**src/pkg/ipv6_acl_pkg.sv**
```systemverilog
// ipv6_acl_pkg: constants and carriers for the ipv6/icmp match entry
// assumes one 125 MHz clock and an ahb-lite register bus of 32-bit words
//
// Contract
// - with next header selector any, the next header field never affects the match.
// - selector choices icmp, udp and tcp demand that protocol; only icmp also enables its own parameters.
// - with source selector any, the source address never affects the match.
// - source compare value and mask cover only the low 32 address bits.
// - source matches when low bits and mask equal configured address and mask; mask 0 is don't-care.
// - hop limit setting zero keeps frames with hop limit above zero from matching.
// - hop limit setting non-zero lets frames with hop limit above zero match.
// - hop limit setting any accepts every hop limit value.
// - with icmp type selector any, the icmp type never affects the match.
// - with icmp type selector specific, only frames whose icmp type equals the set value match.
// - icmp code selector any ignores the code; specific requires the code to equal the set value.
package ipv6_acl_pkg;

    // register byte offsets
    localparam logic [7:0] OFS_CTRL     = 8'h00;
    localparam logic [7:0] OFS_NH_VALUE = 8'h04;
    localparam logic [7:0] OFS_SRC_ADDR = 8'h08;
    localparam logic [7:0] OFS_SRC_MASK = 8'h0C;
    localparam logic [7:0] OFS_ICMP     = 8'h10;
    localparam logic [7:0] OFS_STATUS   = 8'h14;
    localparam logic [7:0] OFS_HIT_CNT  = 8'h18;
    localparam logic [7:0] OFS_FRM_CNT  = 8'h1C;

    // control, icmp and status register fields
    localparam int CTRL_EN_BIT   = 0;
    localparam int CTRL_NH_LSB   = 4;
    localparam int CTRL_SRC_BIT  = 8;
    localparam int CTRL_HOP_LSB  = 12;
    localparam int CTRL_TYPE_BIT = 16;
    localparam int CTRL_CODE_BIT = 17;
    localparam int CTRL_CLR_BIT  = 31;
    localparam int ICMP_TYPE_LSB = 0;
    localparam int ICMP_CODE_LSB = 8;
    localparam int STAT_HIT_BIT  = 0;
    localparam int STAT_SEEN_BIT = 1;

    // reset values
    localparam logic [31:0] SRC_ADDR_RST = 32'h0000_0000;
    localparam logic [31:0] SRC_MASK_RST = 32'hFFFF_FFFF;
    localparam logic [7:0]  VALUE_RST    = 8'h00;

    // selector encodings
    localparam logic [2:0] NH_ANY  = 3'h0;
    localparam logic [2:0] NH_SPEC = 3'h1;
    localparam logic [2:0] NH_ICMP = 3'h2;
    localparam logic [2:0] NH_UDP  = 3'h3;
    localparam logic [2:0] NH_TCP  = 3'h4;
    localparam logic [1:0] HOP_ANY     = 2'h0;
    localparam logic [1:0] HOP_ZERO    = 2'h1;
    localparam logic [1:0] HOP_NONZERO = 2'h2;

    // protocol numbers carried in the next header field
    localparam logic [7:0] PROTO_ICMP6 = 8'h3A;
    localparam logic [7:0] PROTO_UDP   = 8'h11;
    localparam logic [7:0] PROTO_TCP   = 8'h06;

    // parsed frame fields from the frame parser
    typedef struct packed {
        logic        is_ipv6;
        logic [7:0]  next_header;
        logic [31:0] src_low;
        logic [7:0]  hop_limit;
        logic [7:0]  icmp_type;
        logic [7:0]  icmp_code;
    } frame_s;

    // per-entry answer to the forwarding pipeline
    typedef struct packed {
        logic hit;
        logic nh_ok;
        logic src_ok;
        logic hop_ok;
        logic icmp_ok;
    } result_s;

endpackage

```
**src/verilog/field_compare.sv**
```systemverilog
// field_compare: any/specific equality test of one header field
// assumes selector and value are held stable by the register file
`timescale 1ns/10ps
module field_compare #(
    parameter int W = 8
) (
    // selector: 1 means specific
    input  wire logic         specific,
    // frame and configured values
    input  wire logic [W-1:0] field,
    input  wire logic [W-1:0] want,
    // result
    output logic              ok
);
    assign ok = !specific || (field == want);
endmodule

```
**src/verilog/masked_compare.sv**
```systemverilog
// masked_compare: masked equality test of a field, mask bit 0 is don't-care
// assumes pattern and mask are held stable by the register file
`timescale 1ns/10ps
module masked_compare #(
    parameter int W = 32
) (
    // selector: 1 means compare
    input  wire logic         enable,
    // frame value, configured pattern and mask
    input  wire logic [W-1:0] field,
    input  wire logic [W-1:0] pattern,
    input  wire logic [W-1:0] mask,
    // result
    output logic              ok
);
    assign ok = !enable || ((field & mask) == (pattern & mask));
endmodule

```
**src/verilog/ipv6_icmp_acl_matcher.sv**
```systemverilog
// ipv6_icmp_acl_matcher: one access_control_entry for ipv6 and icmp fields
// assumes frame fields come from a parser on mclk and an ahb-lite master
`timescale 1ns/10ps
module ipv6_icmp_acl_matcher
    import ipv6_acl_pkg::*;
#(
    parameter int CNT_W = 32
) (
    // clock and reset
    input  wire logic        mclk,
    input  wire logic        rstn,
    // ahb-lite slave
    input  wire logic        hsel,
    input  wire logic [31:0] haddr,
    input  wire logic [1:0]  htrans,
    input  wire logic        hwrite,
    input  wire logic [2:0]  hsize,
    input  wire logic [31:0] hwdata,
    input  wire logic        hready,
    output logic [31:0]      hrdata,
    output logic             hreadyout,
    output logic             hresp,
    // frame from parser
    input  wire logic        frame_valid,
    input  wire frame_s      frame,
    // match answer
    output logic             match_valid,
    output result_s          match
);

    // bus data phase
    typedef enum logic [1:0] {
        PH_IDLE  = 2'b00,
        PH_WRITE = 2'b01,
        PH_READ  = 2'b10
    } bus_phase_e;

    // complete module state
    typedef struct packed {
        bus_phase_e       phase;
        logic [7:0]       waddr;
        logic [31:0]      rdata;
        logic             enable;
        logic [2:0]       nh_sel;
        logic [7:0]       nh_value;
        logic             src_sel;
        logic [31:0]      source_address_filter;
        logic [31:0]      source_address_mask;
        logic [1:0]       hop_sel;
        logic             type_sel;
        logic             code_sel;
        logic [7:0]       type_value;
        logic [7:0]       code_value;
        logic             res_valid;
        result_s          res;
        logic             seen;
        logic [CNT_W-1:0] hit_count;
        logic [CNT_W-1:0] frame_count;
    } state_s;

    localparam state_s STATE_RST = '{
        phase:                 PH_IDLE,
        waddr:                 8'h00,
        rdata:                 32'h0000_0000,
        enable:                1'b0,
        nh_sel:                NH_ANY,
        nh_value:              VALUE_RST,
        src_sel:               1'b0,
        source_address_filter: SRC_ADDR_RST,
        source_address_mask:   SRC_MASK_RST,
        hop_sel:               HOP_ANY,
        type_sel:              1'b0,
        code_sel:              1'b0,
        type_value:            VALUE_RST,
        code_value:            VALUE_RST,
        res_valid:             1'b0,
        res:                   '0,
        seen:                  1'b0,
        hit_count:             '0,
        frame_count:           '0
    };

    state_s      st_r;
    state_s      st_nxt;

    logic        take_addr;
    logic        clear_req;
    logic        icmp_mode;
    logic        nh_spec_ok;
    logic        nh_ok;
    logic        src_ok;
    logic        hop_ok;
    logic        type_ok;
    logic        code_ok;
    logic        icmp_ok;
    logic        hit;
    logic [31:0] read_word;
    logic [7:0]  raddr;
    logic        rd_take;
    logic        wr_phase;

    // counter bases
    logic [CNT_W-1:0] frame_base;
    logic [CNT_W-1:0] hit_base;

    // address phase accepted
    assign take_addr = hsel && hready && htrans[1];

    // read launch and write data phase
    assign rd_take  = take_addr && !hwrite;
    assign wr_phase = (st_r.phase == PH_WRITE);

    // word aligned register select, same decode for reads and writes
    assign raddr = {haddr[7:2], 2'b00};

    // icmp parameters only with icmp choice
    assign icmp_mode = (st_r.nh_sel == NH_ICMP);

    field_compare #(
        .W        (8)
    ) u_nh_cmp (
        .specific (1'b1),
        .field    (frame.next_header),
        .want     (st_r.nh_value),
        .ok       (nh_spec_ok)
    );

    masked_compare #(
        .W        (32)
    ) u_src_cmp (
        .enable   (st_r.src_sel),
        .field    (frame.src_low),
        .pattern  (st_r.source_address_filter),
        .mask     (st_r.source_address_mask),
        .ok       (src_ok)
    );

    field_compare #(
        .W        (8)
    ) u_type_cmp (
        .specific (st_r.type_sel && icmp_mode),
        .field    (frame.icmp_type),
        .want     (st_r.type_value),
        .ok       (type_ok)
    );

    field_compare #(
        .W        (8)
    ) u_code_cmp (
        .specific (st_r.code_sel && icmp_mode),
        .field    (frame.icmp_code),
        .want     (st_r.code_value),
        .ok       (code_ok)
    );

    assign icmp_ok = type_ok && code_ok;

    // next header selector decode
    always_comb begin
        unique case (st_r.nh_sel)
            NH_ANY: begin
                nh_ok = 1'b1;
            end
            NH_SPEC: begin
                nh_ok = nh_spec_ok;
            end
            NH_ICMP: begin
                nh_ok = (frame.next_header == PROTO_ICMP6);
            end
            NH_UDP: begin
                nh_ok = (frame.next_header == PROTO_UDP);
            end
            NH_TCP: begin
                nh_ok = (frame.next_header == PROTO_TCP);
            end
            default: begin
                nh_ok = 1'b0;
            end
        endcase
    end

    // hop limit selector decode
    always_comb begin
        unique case (st_r.hop_sel)
            HOP_ANY: begin
                hop_ok = 1'b1;
            end
            HOP_ZERO: begin
                hop_ok = (frame.hop_limit == 8'h00);
            end
            HOP_NONZERO: begin
                hop_ok = (frame.hop_limit != 8'h00);
            end
            default: begin
                hop_ok = 1'b0;
            end
        endcase
    end

    assign hit = st_r.enable && frame.is_ipv6 && nh_ok && src_ok && hop_ok && icmp_ok;

    // read mux
    always_comb begin
        read_word = 32'h0000_0000;
        unique case (raddr)
            OFS_CTRL: begin
                read_word[CTRL_EN_BIT]                 = st_r.enable;
                read_word[CTRL_NH_LSB +: 3]            = st_r.nh_sel;
                read_word[CTRL_SRC_BIT]                = st_r.src_sel;
                read_word[CTRL_HOP_LSB +: 2]           = st_r.hop_sel;
                read_word[CTRL_TYPE_BIT]               = st_r.type_sel;
                read_word[CTRL_CODE_BIT]               = st_r.code_sel;
            end
            OFS_NH_VALUE: begin
                read_word[7:0] = st_r.nh_value;
            end
            OFS_SRC_ADDR: begin
                read_word = st_r.source_address_filter;
            end
            OFS_SRC_MASK: begin
                read_word = st_r.source_address_mask;
            end
            OFS_ICMP: begin
                read_word[ICMP_TYPE_LSB +: 8] = st_r.type_value;
                read_word[ICMP_CODE_LSB +: 8] = st_r.code_value;
            end
            OFS_STATUS: begin
                read_word[STAT_HIT_BIT]  = st_r.res.hit;
                read_word[STAT_SEEN_BIT] = st_r.seen;
            end
            OFS_HIT_CNT: begin
                read_word[CNT_W-1:0] = st_r.hit_count;
            end
            OFS_FRM_CNT: begin
                read_word[CNT_W-1:0] = st_r.frame_count;
            end
            default: begin
                read_word = 32'h0000_0000;
            end
        endcase
    end

    assign clear_req = wr_phase && (st_r.waddr == OFS_CTRL) && hwdata[CTRL_CLR_BIT];

    // counter bases, a clear in the same cycle restarts them
    assign frame_base = clear_req ? '0 : st_r.frame_count;
    assign hit_base   = clear_req ? '0 : st_r.hit_count;

    // next state
    always_comb begin
        st_nxt = st_r;

        // bus address phase, zero wait states
        if (take_addr) begin
            st_nxt.phase = hwrite ? PH_WRITE : PH_READ;
            st_nxt.waddr = raddr;
        end else if (hready) begin
            st_nxt.phase = PH_IDLE;
        end
        if (rd_take) begin
            st_nxt.rdata = read_word;
        end

        // bus data phase write
        if (wr_phase) begin
            unique case (st_r.waddr)
                OFS_CTRL: begin
                    st_nxt.enable   = hwdata[CTRL_EN_BIT];
                    st_nxt.nh_sel   = hwdata[CTRL_NH_LSB +: 3];
                    st_nxt.src_sel  = hwdata[CTRL_SRC_BIT];
                    st_nxt.hop_sel  = hwdata[CTRL_HOP_LSB +: 2];
                    st_nxt.type_sel = hwdata[CTRL_TYPE_BIT];
                    st_nxt.code_sel = hwdata[CTRL_CODE_BIT];
                end
                OFS_NH_VALUE: begin
                    st_nxt.nh_value = hwdata[7:0];
                end
                OFS_SRC_ADDR: begin
                    st_nxt.source_address_filter = hwdata;
                end
                OFS_SRC_MASK: begin
                    st_nxt.source_address_mask = hwdata;
                end
                OFS_ICMP: begin
                    st_nxt.type_value = hwdata[ICMP_TYPE_LSB +: 8];
                    st_nxt.code_value = hwdata[ICMP_CODE_LSB +: 8];
                end
                default: begin
                    st_nxt.enable = st_r.enable;
                end
            endcase
        end

        // counter clear, a frame in the same cycle still counts
        if (clear_req) begin
            st_nxt.seen        = 1'b0;
            st_nxt.hit_count   = '0;
            st_nxt.frame_count = '0;
        end

        st_nxt.res_valid = frame_valid;
        if (frame_valid) begin
            st_nxt.res.hit     = hit;
            st_nxt.res.nh_ok   = nh_ok;
            st_nxt.res.src_ok  = src_ok;
            st_nxt.res.hop_ok  = hop_ok;
            st_nxt.res.icmp_ok = icmp_ok;
            st_nxt.seen        = 1'b1;
            st_nxt.frame_count = frame_base + CNT_W'(1);
            if (hit) begin
                st_nxt.hit_count = hit_base + CNT_W'(1);
            end
        end
    end

    // state register
    always_ff @(posedge mclk or negedge rstn) begin
        if (!rstn) begin
            st_r <= STATE_RST;
        end else begin
            st_r <= st_nxt;
        end
    end

    // outputs
    assign hrdata      = st_r.rdata;
    assign hreadyout   = 1'b1;
    assign hresp       = 1'b0;
    assign match_valid = st_r.res_valid;
    assign match       = st_r.res;

endmodule

```
**config.mk**
```make
export PLATFORM = sky130hd
export DESIGN_NAME = ipv6_icmp_acl_matcher
export DESIGN_NICKNAME = d
export VERILOG_FILES = /design/src/pkg/ipv6_acl_pkg.sv /design/src/verilog/field_compare.sv /design/src/verilog/masked_compare.sv /design/src/verilog/ipv6_icmp_acl_matcher.sv
export SDC_FILE = /design/constraint.sdc
export NUM_CORES = 1
export LEC_CHECK = 0
export CAP_MARGIN = 30
export CORE_ASPECT_RATIO = 0.5
export CORE_MARGIN = 1.5
export CORE_UTILIZATION = 50
export CTS_CLUSTER_SIZE = 40
export DETAILED_ROUTE_END_ITERATION = 10
export DONT_BUFFER_PORTS = 1
export PLACE_DENSITY = 0.69
export SETUP_SLACK_MARGIN = 0.3
export SLEW_MARGIN = 10
export SYNTH_ARGS = -nofsm -noshare
export SYNTH_HDL_FRONTEND = slang
export SYNTH_SLANG_ARGS = --single-unit
```
**constraint.sdc**
```tcl
create_clock -name mclk -period 2.81 [get_ports mclk]
set_clock_uncertainty 0.1 [all_clocks]
set_input_delay 0 -clock mclk [delete_from_list [all_inputs] [get_ports mclk]]
set_output_delay 0 -clock mclk [all_outputs]
set_load 0.005 [all_outputs]
```
==> results of run 1 <==
## state kept, by name (all words and copies together) (netlist names)
name	flops
match	5
st_r	170
hrdata	32
match_valid	1
## path summary, 6_finish.rpt
kind | start | endpoint | slack (ns) | cells after the start
hold / removal | rstn | match[3]$_DFFE_PN0P_ | -0.90 | 0
max in group asynchronous | rstn | st_r[120]$_DFFE_PN1P_ | 3.17 | 0
setup / recovery | st_r[129]$_DFFE_PN0P_ | st_r[40]$_DFF_PN0_ | -0.02 | 9
hold reg to reg | hrdata[30]$_DFFE_PN0P_ | hrdata[30]$_DFFE_PN0P_ | 0.41 | 2
min in group mclk | frame_valid | match_valid$_DFF_PN0_ | 0 | 1
setup reg to reg | st_r[129]$_DFFE_PN0P_ | st_r[40]$_DFF_PN0_ | -0.02 | 9
## metal layers
metal  GRT usage  share of wire
met1       0.426           0.44
met2       0.433           0.45
met3      0.0480          0.087
met4      0.0644          0.023
met5           0              0
## cell usage after synthesis (24+ instances only)
master / n
dfrtp_1: 176
mux2_2: 106
nand2_1: 80
xor2_1: 72
nor2_1: 64
a21oi_1: 54
clkbuf_1: 44
buf_4: 41
o21ai_0: 36
dfstp_2: 32
nand3_1: 30
or4_1: 25
nand4_1: 24
o31ai_1: 24
## metrics by stage
stage,worst slack [ns],hold WS (ns)
finish,-0.0228,-0.899
global placement,-0.233,-0.384
global route,-0.0719,-0.915
floorplan,0.302,-0.396
detailed placement,-0.247,-0.388
CTS,0.0107,-0.908
## report_power, final
group | total, mW | internal, mW | switching (mW) | leakage, nW
Sequential | 3.92 | 3.45 | 0.471 | 2.58
Clock | 2.67 | 1.50 | 1.17 | 0.307
Combinational | 1.63 | 0.863 | 0.771 | 2.40
Total | 8.22 | 5.81 | 2.41 | 5.29
## critical path: cells and delay by family, from the launching register on
kind | cells | cell delay, ns
AO/OA/AOI/OAI | 3 | 0.56
buffers and inverters | 2 | 0.38
XOR/XNOR | 1 | 0.19
AND/OR/NAND/NOR | 3 | 1.09
flip-flops | 1 | 0.43
## repair_timing
item                                    in CTS  in global routing
pin swaps                                    4                 16
cloned                                       0                  2
buffers inserted                             1                 11
gates resized for setup                     14                 40
hold endpoints to repair                   365                208
endpoints found under the setup margin      37                 64
## layout make-up
type,count,share of cell area
inverter,11,0.00318
sequential,208,0.405
clock inverter,2,0.00106
clock buffer,35,0.0477
multi-input combinational,738,0.432
timing repair buffer,112,0.0820
tap,300,0.0289
## logic make-up (layout without fill, tap and decap cells)
group,count (synthesis),count (layout),synth area share
xor+xnor,85,85,0.0665
other cells,2,2,0.000671
simple gates,303,303,0.140
compound gates,214,214,0.133
mux,132,132,0.136
buf+inv,110,160,0.0538
flops,208,208,0.468
fa+ha+maj,2,2,0.00223
## layout by cell type (no fill, tap or decap), types with 32 or more instances in the layout
cell and count:
buf_4 52, mux2_2 106, nand2_1 80, dfrtp_1 171, a21oi_1 52, o21ai_0 36, dfstp_2 32, xor2_1 72
dlygate4sd3_1 49, nor2_1 60
==> summary.md, run 1 <==
| Metric | Value |
|---|---|
| Status | finished, violations left |
| Failing checks | hold timing, setup timing |
| Async S/R FF share, synth | 1.00 |
| Number of remaining DRC errors | 0 |
| Die Span X | 215 um |
| First-pass GRT wire length | approximately 51000 um |
| # diodes | 0 |
| Unrepaired setup endpoints after global routing | true |
| Worst path max stage delay | around 0.47 ns |
| Die height | 109 um |
| Initial Utilization | 0.513 |
| Worst hold-check path type | in -> async |
| Setup CP Type | reg -> reg |
| Buffers added on ports | 0 |
| Clk slew on worst S/H paths | 0.07 ns |
| Sequential area share after synthesis | 0.468 |
| Share of cells above drive strength 1 | 0.257 |
| Core area | 21800 um2 |
| Cell taking the most area after synthesis | dfrtp_1 |
| WHS | -0.899 ns |
| Mapped Nets | between 1k and 1.5k |
| Cell count after synthesis | 1056 |
| Clock buffer depth | 3 |
| Non-filler cells, final | 1406 |
| Root Driver | clkbuf_16 |
| Crit-path cells | xor2_1 -> a22oi_2 -> nand4_1 -> nor4_4 -> buf_4 -> o211ai_1 -> buf_12 -> or4_1 -> a21oi_1 |
| Area occupied by multi-input gates | 5600 um2 |
| Final WS setup | -0.0228 ns |
| Ranking of synthesized cells by area | dfrtp_1 (39%), mux2_2 (11%), dfstp_2 (7.5%) |
| Drt initial violations | 1170 |
| GRT Util Overall | 0.285 |
| Design Power | 8.22 mW |
| Vias in the first global route | 8538 |
| Number of max-cap violations | 0 |
| Synth top area share | 0.393 |
| Synthesized flop and latch total | 208 |
| Power per Cell Area | 634 nW/um2 |
| Number of flops mapped to enable cells by yosys | 0 |
| CTS Hold Buffers Added | 53 |
| Syn Std Cell Area | 11200 um2 |
| Worst setup EP type | flip-flop |
| Worst-path fanout max | 23 |
| Top FF cell, synth | dfrtp_1 |
| Final ANT Viol Nets | 0 |
| Ports | 180 |
| Initial antenna violation count | 2 |
| Core Util, Final | 0.594 |
| Pre-antenna DRT Iters | 5 |
| Total die area | 23400 um2 |
| Vias per inst | roughly 6.5 |
| DP Area | 11400 um2 |
| Clk sinks | 208 |
| CTS tree | yes |
| Hold Vio Cnt, Final | 209 |
| Largest net degree at the start of global routing | 209 |
| Placed insts | ~1.3k |
| RePlAce Congestion | 0.877 |
| Area Overhead vs Synth | 15.8% |
| Final worst-path cycle share | 1.01 |
| Congestion Overflow GR | 0 |
| Worst Path Required | between 3 and 4 ns |
| Post-Route WL | ~34000 um |
| Mean post-synth cell area | around 11 um2 |
| TNS Setup | -0.0228 ns |
| WP data arrival | roughly 3.2 ns |
| Setup Viol. Count Final | 1 |
| Routed via count | 9134 |
| Final HPWL DP | approximately 23000 um |
| # rows | 38 |
| Fin crit period | 2.83 ns |
| Syn. warnings | 0 |
| CP startpoint kind | flip-flop |
| Routed wire per std cell | 24.4 um |
| Seq. cell area | 5250 um2 |
| Cell variety after synth | 71 |
| Max VDD drop | 0.373 mV |
| Pins Over Slew Limit | 0 |
| Clock Latency Late Sink | about 0.50 ns |
| Slew @ Worst Pin | 0.701 ns |
| Num CTS Buffers | 21 |
| H-tree Lvls | 1 |
| Net count, final | 1234 |
| Fmax | 353 MHz |
| Fillers | 1747 |
| Rel. slew slack | 0.533 |
| Final instance area | 13000 um2 |
| Leak | 5.29 nW |
| Slowest CP cell | or4_1 |
Power figures use the tool's default switching activity.
==> run 2: changes to the inputs <==
==> constraint.sdc (replaced) <==
create_clock -name mclk -period 2.81 [get_ports mclk]
set_clock_uncertainty 0.1 [all_clocks]
set_input_delay 0.1405 -clock mclk [delete_from_list [all_inputs] [get_ports mclk]]
set_output_delay 0.1405 -clock mclk [all_outputs]
set_load 0.005 [all_outputs]
==> run 2 against run 1 <==
- combinational power up 10%
- largest cell class unchanged
- sequential power about the same
- cell count up 1.0%
- utilization up 1.3 points
- non-clock buffer count up 15
- sequential cell count unchanged
- critical path type unchanged
- critical path depth down 1
- worst setup slack better by 0.013 ns
- the flow still finishes with violations (hold timing, setup timing)
- count of clock-buffer cells in the layout down 7
- clock power about the same
- via count down 0.20%
- worst hold slack better by 0.16 ns
==> summary.md, run 2 (same netlist as run 1, synthesis figures left out) <==
| Metric | Value |
|---|---|
| Top reg by flops | st_r |
| Routed via count | 9116 (-0.20%) |
| Most common cell after layout, fill and taps aside | dfrtp_1 |
| Share of cells above drive strength 1 | 0.289 (+0.0319) |
| Non-filler cells, final | 1420 (+1.0%) |
| TNS Setup | -0.0102 ns (+0.0126 ns) |
| Status | finished, violations left |
| Met2 wire length | 16100 um (+4.9%) |
| Routed wire per std cell | 25.2 um (+3.4%) |
| GRT Util Overall | 0.285 (+0.000530) |
| Initial Utilization | 0.513 (unchanged) |
| Clock Latency Late Sink | 0.50 ns (about the same) |
| CTS Hold Buffers Added | 45 (-15%) |
| Total die area | 23400 um2 (unchanged) |
| Vias per inst | 6.42 (-1.2%) |
| Final HPWL DP | 23000 um (-1.4%) |
| Metal-1 WL | 14600 um (-3.9%) |
| Worst setup EP type | flip-flop |
| Initial antenna violation count | 1 (-1) |
| Root Driver | clkbuf_16 |
| Failing checks | hold timing, setup timing |
| Final ANT Viol Nets | 0 (unchanged) |
| Final worst-path cycle share | 1.00 (-0.00450) |
| Pre-antenna DRT Iters | 5 (unchanged) |
| Max FFs per register | 170 (unchanged) |
| Worst Path Required | 3.13 ns (about the same) |
| Vias in the first global route | 8639 (+1.2%) |
| Clock buffer depth | 3 (unchanged) |
| Worst-path fanout max | 7 (-70%) |
| # rows | 38 (unchanged) |
| Pre-CTS setup slack | -0.0368 ns (+0.210 ns) |
| Core area | 21800 um2 (unchanged) |
| Rel. slew slack | 0.383 (-0.150) |
| Most frequent cells in the layout | dfrtp_1 (171), mux2_2 (106), nand2_1 (80) |
| Final instance area | 13300 um2 (+2.2%) |
| Number of max-cap violations | 0 (unchanged) |
| Worst hold-check path type | in -> async |
| Met3 routed WL | 4060 um (+35%) |
| Ports | 180 (unchanged) |
| Fmax | 355 MHz (+0.45%) |
| Max VDD drop | 0.336 mV (-10%) |
| Hold Vio Cnt, Final | 208 (-0.48%) |
| WP data arrival | 3.14 ns (about the same) |
| Buffers added on ports | 0 (unchanged) |
| WHS | -0.744 ns (+0.155 ns) |
| Die Span X | 215 um (unchanged) |
| Setup Viol. Count Final | 1 (unchanged) |
| Setup CP Type | reg -> reg |
| Final WS setup | -0.0102 ns (+0.0126 ns) |
| H-tree Lvls | 1 (unchanged) |
| Area Overhead vs Synth | 18.4% |
| Net count, final | 1248 (+1.1%) |
| Top Metal Used | met4 |
| Die height | 109 um (unchanged) |
| Post-Route WL | 35800 um (+4.4%) |
| Clk slew on worst S/H paths | 0.07 ns (about the same) |
| Power per Cell Area | 632 nW/um2 (-0.32%) |
| Largest net degree at the start of global routing | 209 (unchanged) |
| Num CTS Buffers | 20 (-4.8%) |
| CP startpoint kind | flip-flop |
| Drt initial violations | 1177 (+0.60%) |
| RePlAce Congestion | 0.918 (+4.7%) |
| First-pass GRT wire length | 50800 um (-0.63%) |
| Fin crit period | 2.82 ns (-0.0126 ns) |
| Leak | 5.41 nW (+2.3%) |
| Clk sinks | 208 (unchanged) |
| Slew @ Worst Pin | 0.925 ns (+0.224 ns) |
| Pins Over Slew Limit | 0 (unchanged) |
| Congestion Overflow GR | 0 (unchanged) |
| Number of remaining DRC errors | 0 (unchanged) |
| DP Area | 11400 um2 (about the same) |
| Placed insts | 1303 (unchanged) |
| CTS tree | yes |
| Unrepaired setup endpoints after global routing | true |
[run 2: cell count changes in the layout (fill, tap and decap cells not counted), moves of 5 or more]
| cell | change |
|---|---|
| buf_4 | +13 |
| o31ai_1 | -10 |
| o31ai_2 | +10 |
| clkbuf_1 | -5 |
| dlygate4sd3_1 | -5 |
[run 2: metrics by stage]
stage | util | total power [mW]
after CTS | 0.585 | 8.03
after global placement | 0.523 | 5.12
after detailed placement | 0.523 | 5.19
after floorplan | - | 4.85
after global routing | 0.607 | 8.69
final | 0.607 | 8.38
[run 2: area by class of cell]
cell class                      count  area (um2)
Fill cell                        1678        8570
Multi-Input combinational cell    738        5700
Sequential cell                   208        5250
Timing Repair Buffer              127        1240
Clock buffer                       28         572
Tap cell                          300         375
Clock inverter                      7        62.6
Inverter                           11        41.3
Antenna cell                        1        2.50
[run 2: path summary, 6_finish.rpt]
check | start | to | slack, ns | cells after the start
min reg2reg | hrdata[21]$_DFFE_PN0P_ | hrdata[21]$_DFFE_PN0P_ | 0.41 | 2
min | rstn | match[2]$_DFFE_PN0P_ | -0.74 | 0
min in group mclk | haddr[2] | hrdata[12]$_DFFE_PN0P_ | 0.02 | 4
max | st_r[166]$_DFFE_PN0N_ | st_r[40]$_DFF_PN0_ | -0.01 | 8
max in group asynchronous | rstn | st_r[97]$_DFFE_PN1P_ | 3.00 | 0
max reg2reg | st_r[166]$_DFFE_PN0N_ | st_r[40]$_DFF_PN0_ | -0.01 | 8
[run 2: per-layer routing]
| layer | track usage | vias up |
|---|---|---|
| li1 | - | 3930 |
| met1 | 0.389 | 4619 |
| met2 | 0.440 | 487 |
| met3 | 0.0826 | 80 |
| met4 | 0.0926 | 0 |
| met5 | 0 | - |
[run 2: power breakdown]
group	total [mW]	switching (mW)	internal [mW]
combinational	1.80	0.851	0.946
clock	2.69	1.17	1.52
sequential	3.89	0.445	3.45
[run 2: worst max-delay path: stages, from the launching register on]
cell and delay [ns]:
dfrtp_2 0.48, buf_6 0.16, o32a_1 0.39, a2111oi_4 0.40, a31oi_4 0.15, buf_4 0.20, clkbuf_16 0.18, or4_1 0.51
a21oi_1 0.16
[run 2: timing repair]
item                                    CTS  global route
resized for setup                        29            61
pin swaps                                49            23
gates cloned                              3             6
endpoints found under the hold margin   337           208
setup buffers                            12            15
endpoints found under the setup margin   36            50
==> run 3: changes to the inputs <==
--- a/config.mk
+++ b/config.mk
@@ -14,6 +14,7 @@
 export DONT_BUFFER_PORTS = 1
 export PLACE_DENSITY = 0.69
 export SETUP_SLACK_MARGIN = 0.3
+export SKIP_CTS_REPAIR_TIMING = 1
 export SLEW_MARGIN = 10
 export SYNTH_ARGS = -nofsm -noshare
 export SYNTH_HDL_FRONTEND = slang
==> run 3 against run 2 <==
- the flow finishes with violations (hold timing)
- utilization fell by 1.6 points
- worst setup slack improved by 0.049 ns
- routed wire length decreased by 4.3%
- clock power about the same
- critical path depth increased by 1
- global-route usage is 1.5 points lower
- non-clock buffer count is 19 lower
- sequential power about the same
- sequential share of layout area is 1.1 points higher
- fmax grew 1.8%
- worst hold slack got worse by 0.0015 ns
- largest cell class unchanged
==> summary.md, run 3 (same netlist as run 1, synthesis figures left out) <==
| Metric | Value |
|---|---|
| Final ANT Viol Nets | 0 (unchanged) |
| Leak | 5.28 nW (-2.4%) |
| Crit-path cells | xor2_1 -> a22oi_2 -> nand4_1 -> nor4_2 -> buf_4 -> o21ai_2 -> clkbuf_16 -> or4_1 -> a21oi_1 |
| Routed via count | 8983 (-1.5%) |
| Most frequent cells in the layout | dfrtp_1 (171), mux2_2 (106), nand2_1 (80) |
| Clk slew on worst S/H paths | 0.07 ns (about the same) |
| Unrepaired setup endpoints after global routing | true |
| Ports | 180 (unchanged) |
| Worst Path Required | 3.12 ns (about the same) |
| Total die area | 23400 um2 (unchanged) |
| Slew @ Worst Pin | 0.948 ns (+0.0230 ns) |
| Number of remaining DRC errors | 0 (unchanged) |
| Setup Viol. Count Final | 0 (-1) |
| Drt initial violations | 1026 (-13%) |
| # rows | 38 (unchanged) |
| Die height | 109 um (unchanged) |
| Clk sinks | 208 (unchanged) |
| Initial antenna violation count | 1 (unchanged) |
| Final HPWL DP | 23000 um (unchanged) |
| Pre-antenna DRT Iters | 6 (+1) |
| Power per Cell Area | 635 nW/um2 (+0.40%) |
| Max FFs per register | 170 (unchanged) |
| Congestion Overflow GR | 0 (unchanged) |
| Initial Utilization | 0.513 (unchanged) |
| Final worst-path cycle share | 0.986 (-0.0173) |
| Rel. slew slack | 0.368 (-0.0153) |
| Hold Vio Cnt, Final | 211 (+1.4%) |
| Fmax | 361 MHz (+1.8%) |
| Failing checks | hold timing |
| Slowest CP cell | or4_1 |
| Vias per inst | 6.42 (about the same) |
| Clock Latency Late Sink | 0.50 ns (about the same) |
| Most common cell after layout, fill and taps aside | dfrtp_1 |
| Pre-CTS setup slack | -0.0368 ns (unchanged) |
| GRT Util Overall | 0.270 (-0.0150) |
| Root Driver | clkbuf_16 |
| CP startpoint kind | flip-flop |
| Number of max-cap violations | 0 (unchanged) |
| DP Area | 11400 um2 (unchanged) |
| Post-Route WL | 34300 um (-4.3%) |
| Share of cells above drive strength 1 | 0.254 (-0.0350) |
| First-pass GRT wire length | 48200 um (-5.1%) |
| Num CTS Buffers | 20 (unchanged) |
| Core Util, Final | 0.591 (-0.0158) |
| # diodes | 0 (-1) |
| Core area | 21800 um2 (unchanged) |
| Final WS setup | 0.0385 ns (+0.0487 ns) |
| FF-to-FF path depth | 9 (+1) |
| Setup CP Type | reg -> reg |
| Max VDD drop | 0.334 mV (-0.75%) |
| Area Overhead vs Synth | 15.3% |
| Fin crit period | 2.77 ns (-0.0487 ns) |
| Die Span X | 215 um (unchanged) |
| Top reg by flops | st_r |
| Worst path max stage delay | 0.48 ns (-0.03 ns) |
| H-tree Lvls | 1 (unchanged) |
| Net count, final | 1229 (-1.5%) |
| Status | finished, violations left |
| WP data arrival | 3.08 ns (-0.06 ns) |
| Worst hold-check path type | in -> async |
| Clock buffer depth | 3 (unchanged) |
| RePlAce Congestion | 0.918 (unchanged) |
| Pins Over Slew Limit | 0 (unchanged) |
| WHS | -0.746 ns (-0.00152 ns) |
| Fillers | 1714 (+2.1%) |
| Vias in the first global route | 8199 (-5.1%) |
| Largest net degree at the start of global routing | 209 (unchanged) |
| Worst-path fanout max | 7 (unchanged) |
| Final instance area | 12900 um2 (-2.6%) |
| Buffers added on ports | 0 (unchanged) |
| Routed wire per std cell | 24.5 um (-2.9%) |
| Worst setup EP type | flip-flop |
| CTS tree | yes |
## run 3: changes by cell type in the layout (fill, tap and decap cells not counted), moves of 2 or more
cell,previous run,this run
a22oi_1,13,15
or4_1,21,23
a22oi_2,6,4
nor4_2,4,2
o31ai_1,14,24
buf_16,2,0
a21oi_1,48,52
a21oi_2,7,3
or4_4,4,2
o31ai_2,10,0
buf_4,65,52
## run 3: final cells by class
class / instances / area [um2] / share of cell area
inverters: 11 / 41.3 / 0.00320
multi-input cells: 738 / 5570 / 0.431
clock buffers: 28 / 572 / 0.0443
flip-flops and latches: 208 / 5250 / 0.407
well taps: 300 / 375 / 0.0291
clock inverters: 7 / 62.6 / 0.00485
repair buffers: 108 / 1040 / 0.0803
## run 3: path summary, 6_finish.rpt
check                                       startpoint                      to  slack [ns]
min in group mclk                             haddr[2]   hrdata[6]$_DFFE_PN0P_       -0.02
worst min-delay path                              rstn    match[2]$_DFFE_PN0P_       -0.75
max in group asynchronous                         rstn    st_r[96]$_DFFE_PN1P_        3.00
worst max-delay path             st_r[136]$_DFFE_PN0P_      st_r[61]$_DFF_PN0_        0.04
worst min register to register  hrdata[21]$_DFFE_PN0P_  hrdata[21]$_DFFE_PN0P_        0.41
worst max register to register   st_r[136]$_DFFE_PN0P_      st_r[61]$_DFF_PN0_        0.04
## run 3: critical path, delay by kind of cell, from the launching register on
family | cells | cell delay (ns)
compound gates | 3 | 0.60
xor+xnor | 1 | 0.18
buf+inv | 2 | 0.41
flops | 1 | 0.40
simple gates | 3 | 1.00
## run 3: through the flow
| stage | hold WS (ns) | power (mW) | std cells | TNS, ns |
|---|---|---|---|---|
| after global routing | -0.764 | 8.50 | 1400 | -0.253 |
| final | -0.746 | 8.19 | 1400 | 0 |
| after global placement | -0.247 | 5.12 | 1303 | 0 |
| after floorplan | -0.255 | 4.85 | 1056 | 0 |
| after CTS | -0.759 | 7.85 | 1338 | -0.663 |
| after detailed placement | -0.247 | 5.19 | 1303 | -0.166 |
## run 3: metal layers
layer,share of wire,GRT usage
met5,0,0
met4,0.027,0.0724
met2,0.44,0.418
met3,0.10,0.0848
met1,0.43,0.368
## run 3: report_power, final
part	total, mW	switching, mW	internal (mW)
clock	2.69	1.17	1.52
sequential	3.89	0.447	3.45
combinational	1.61	0.759	0.853
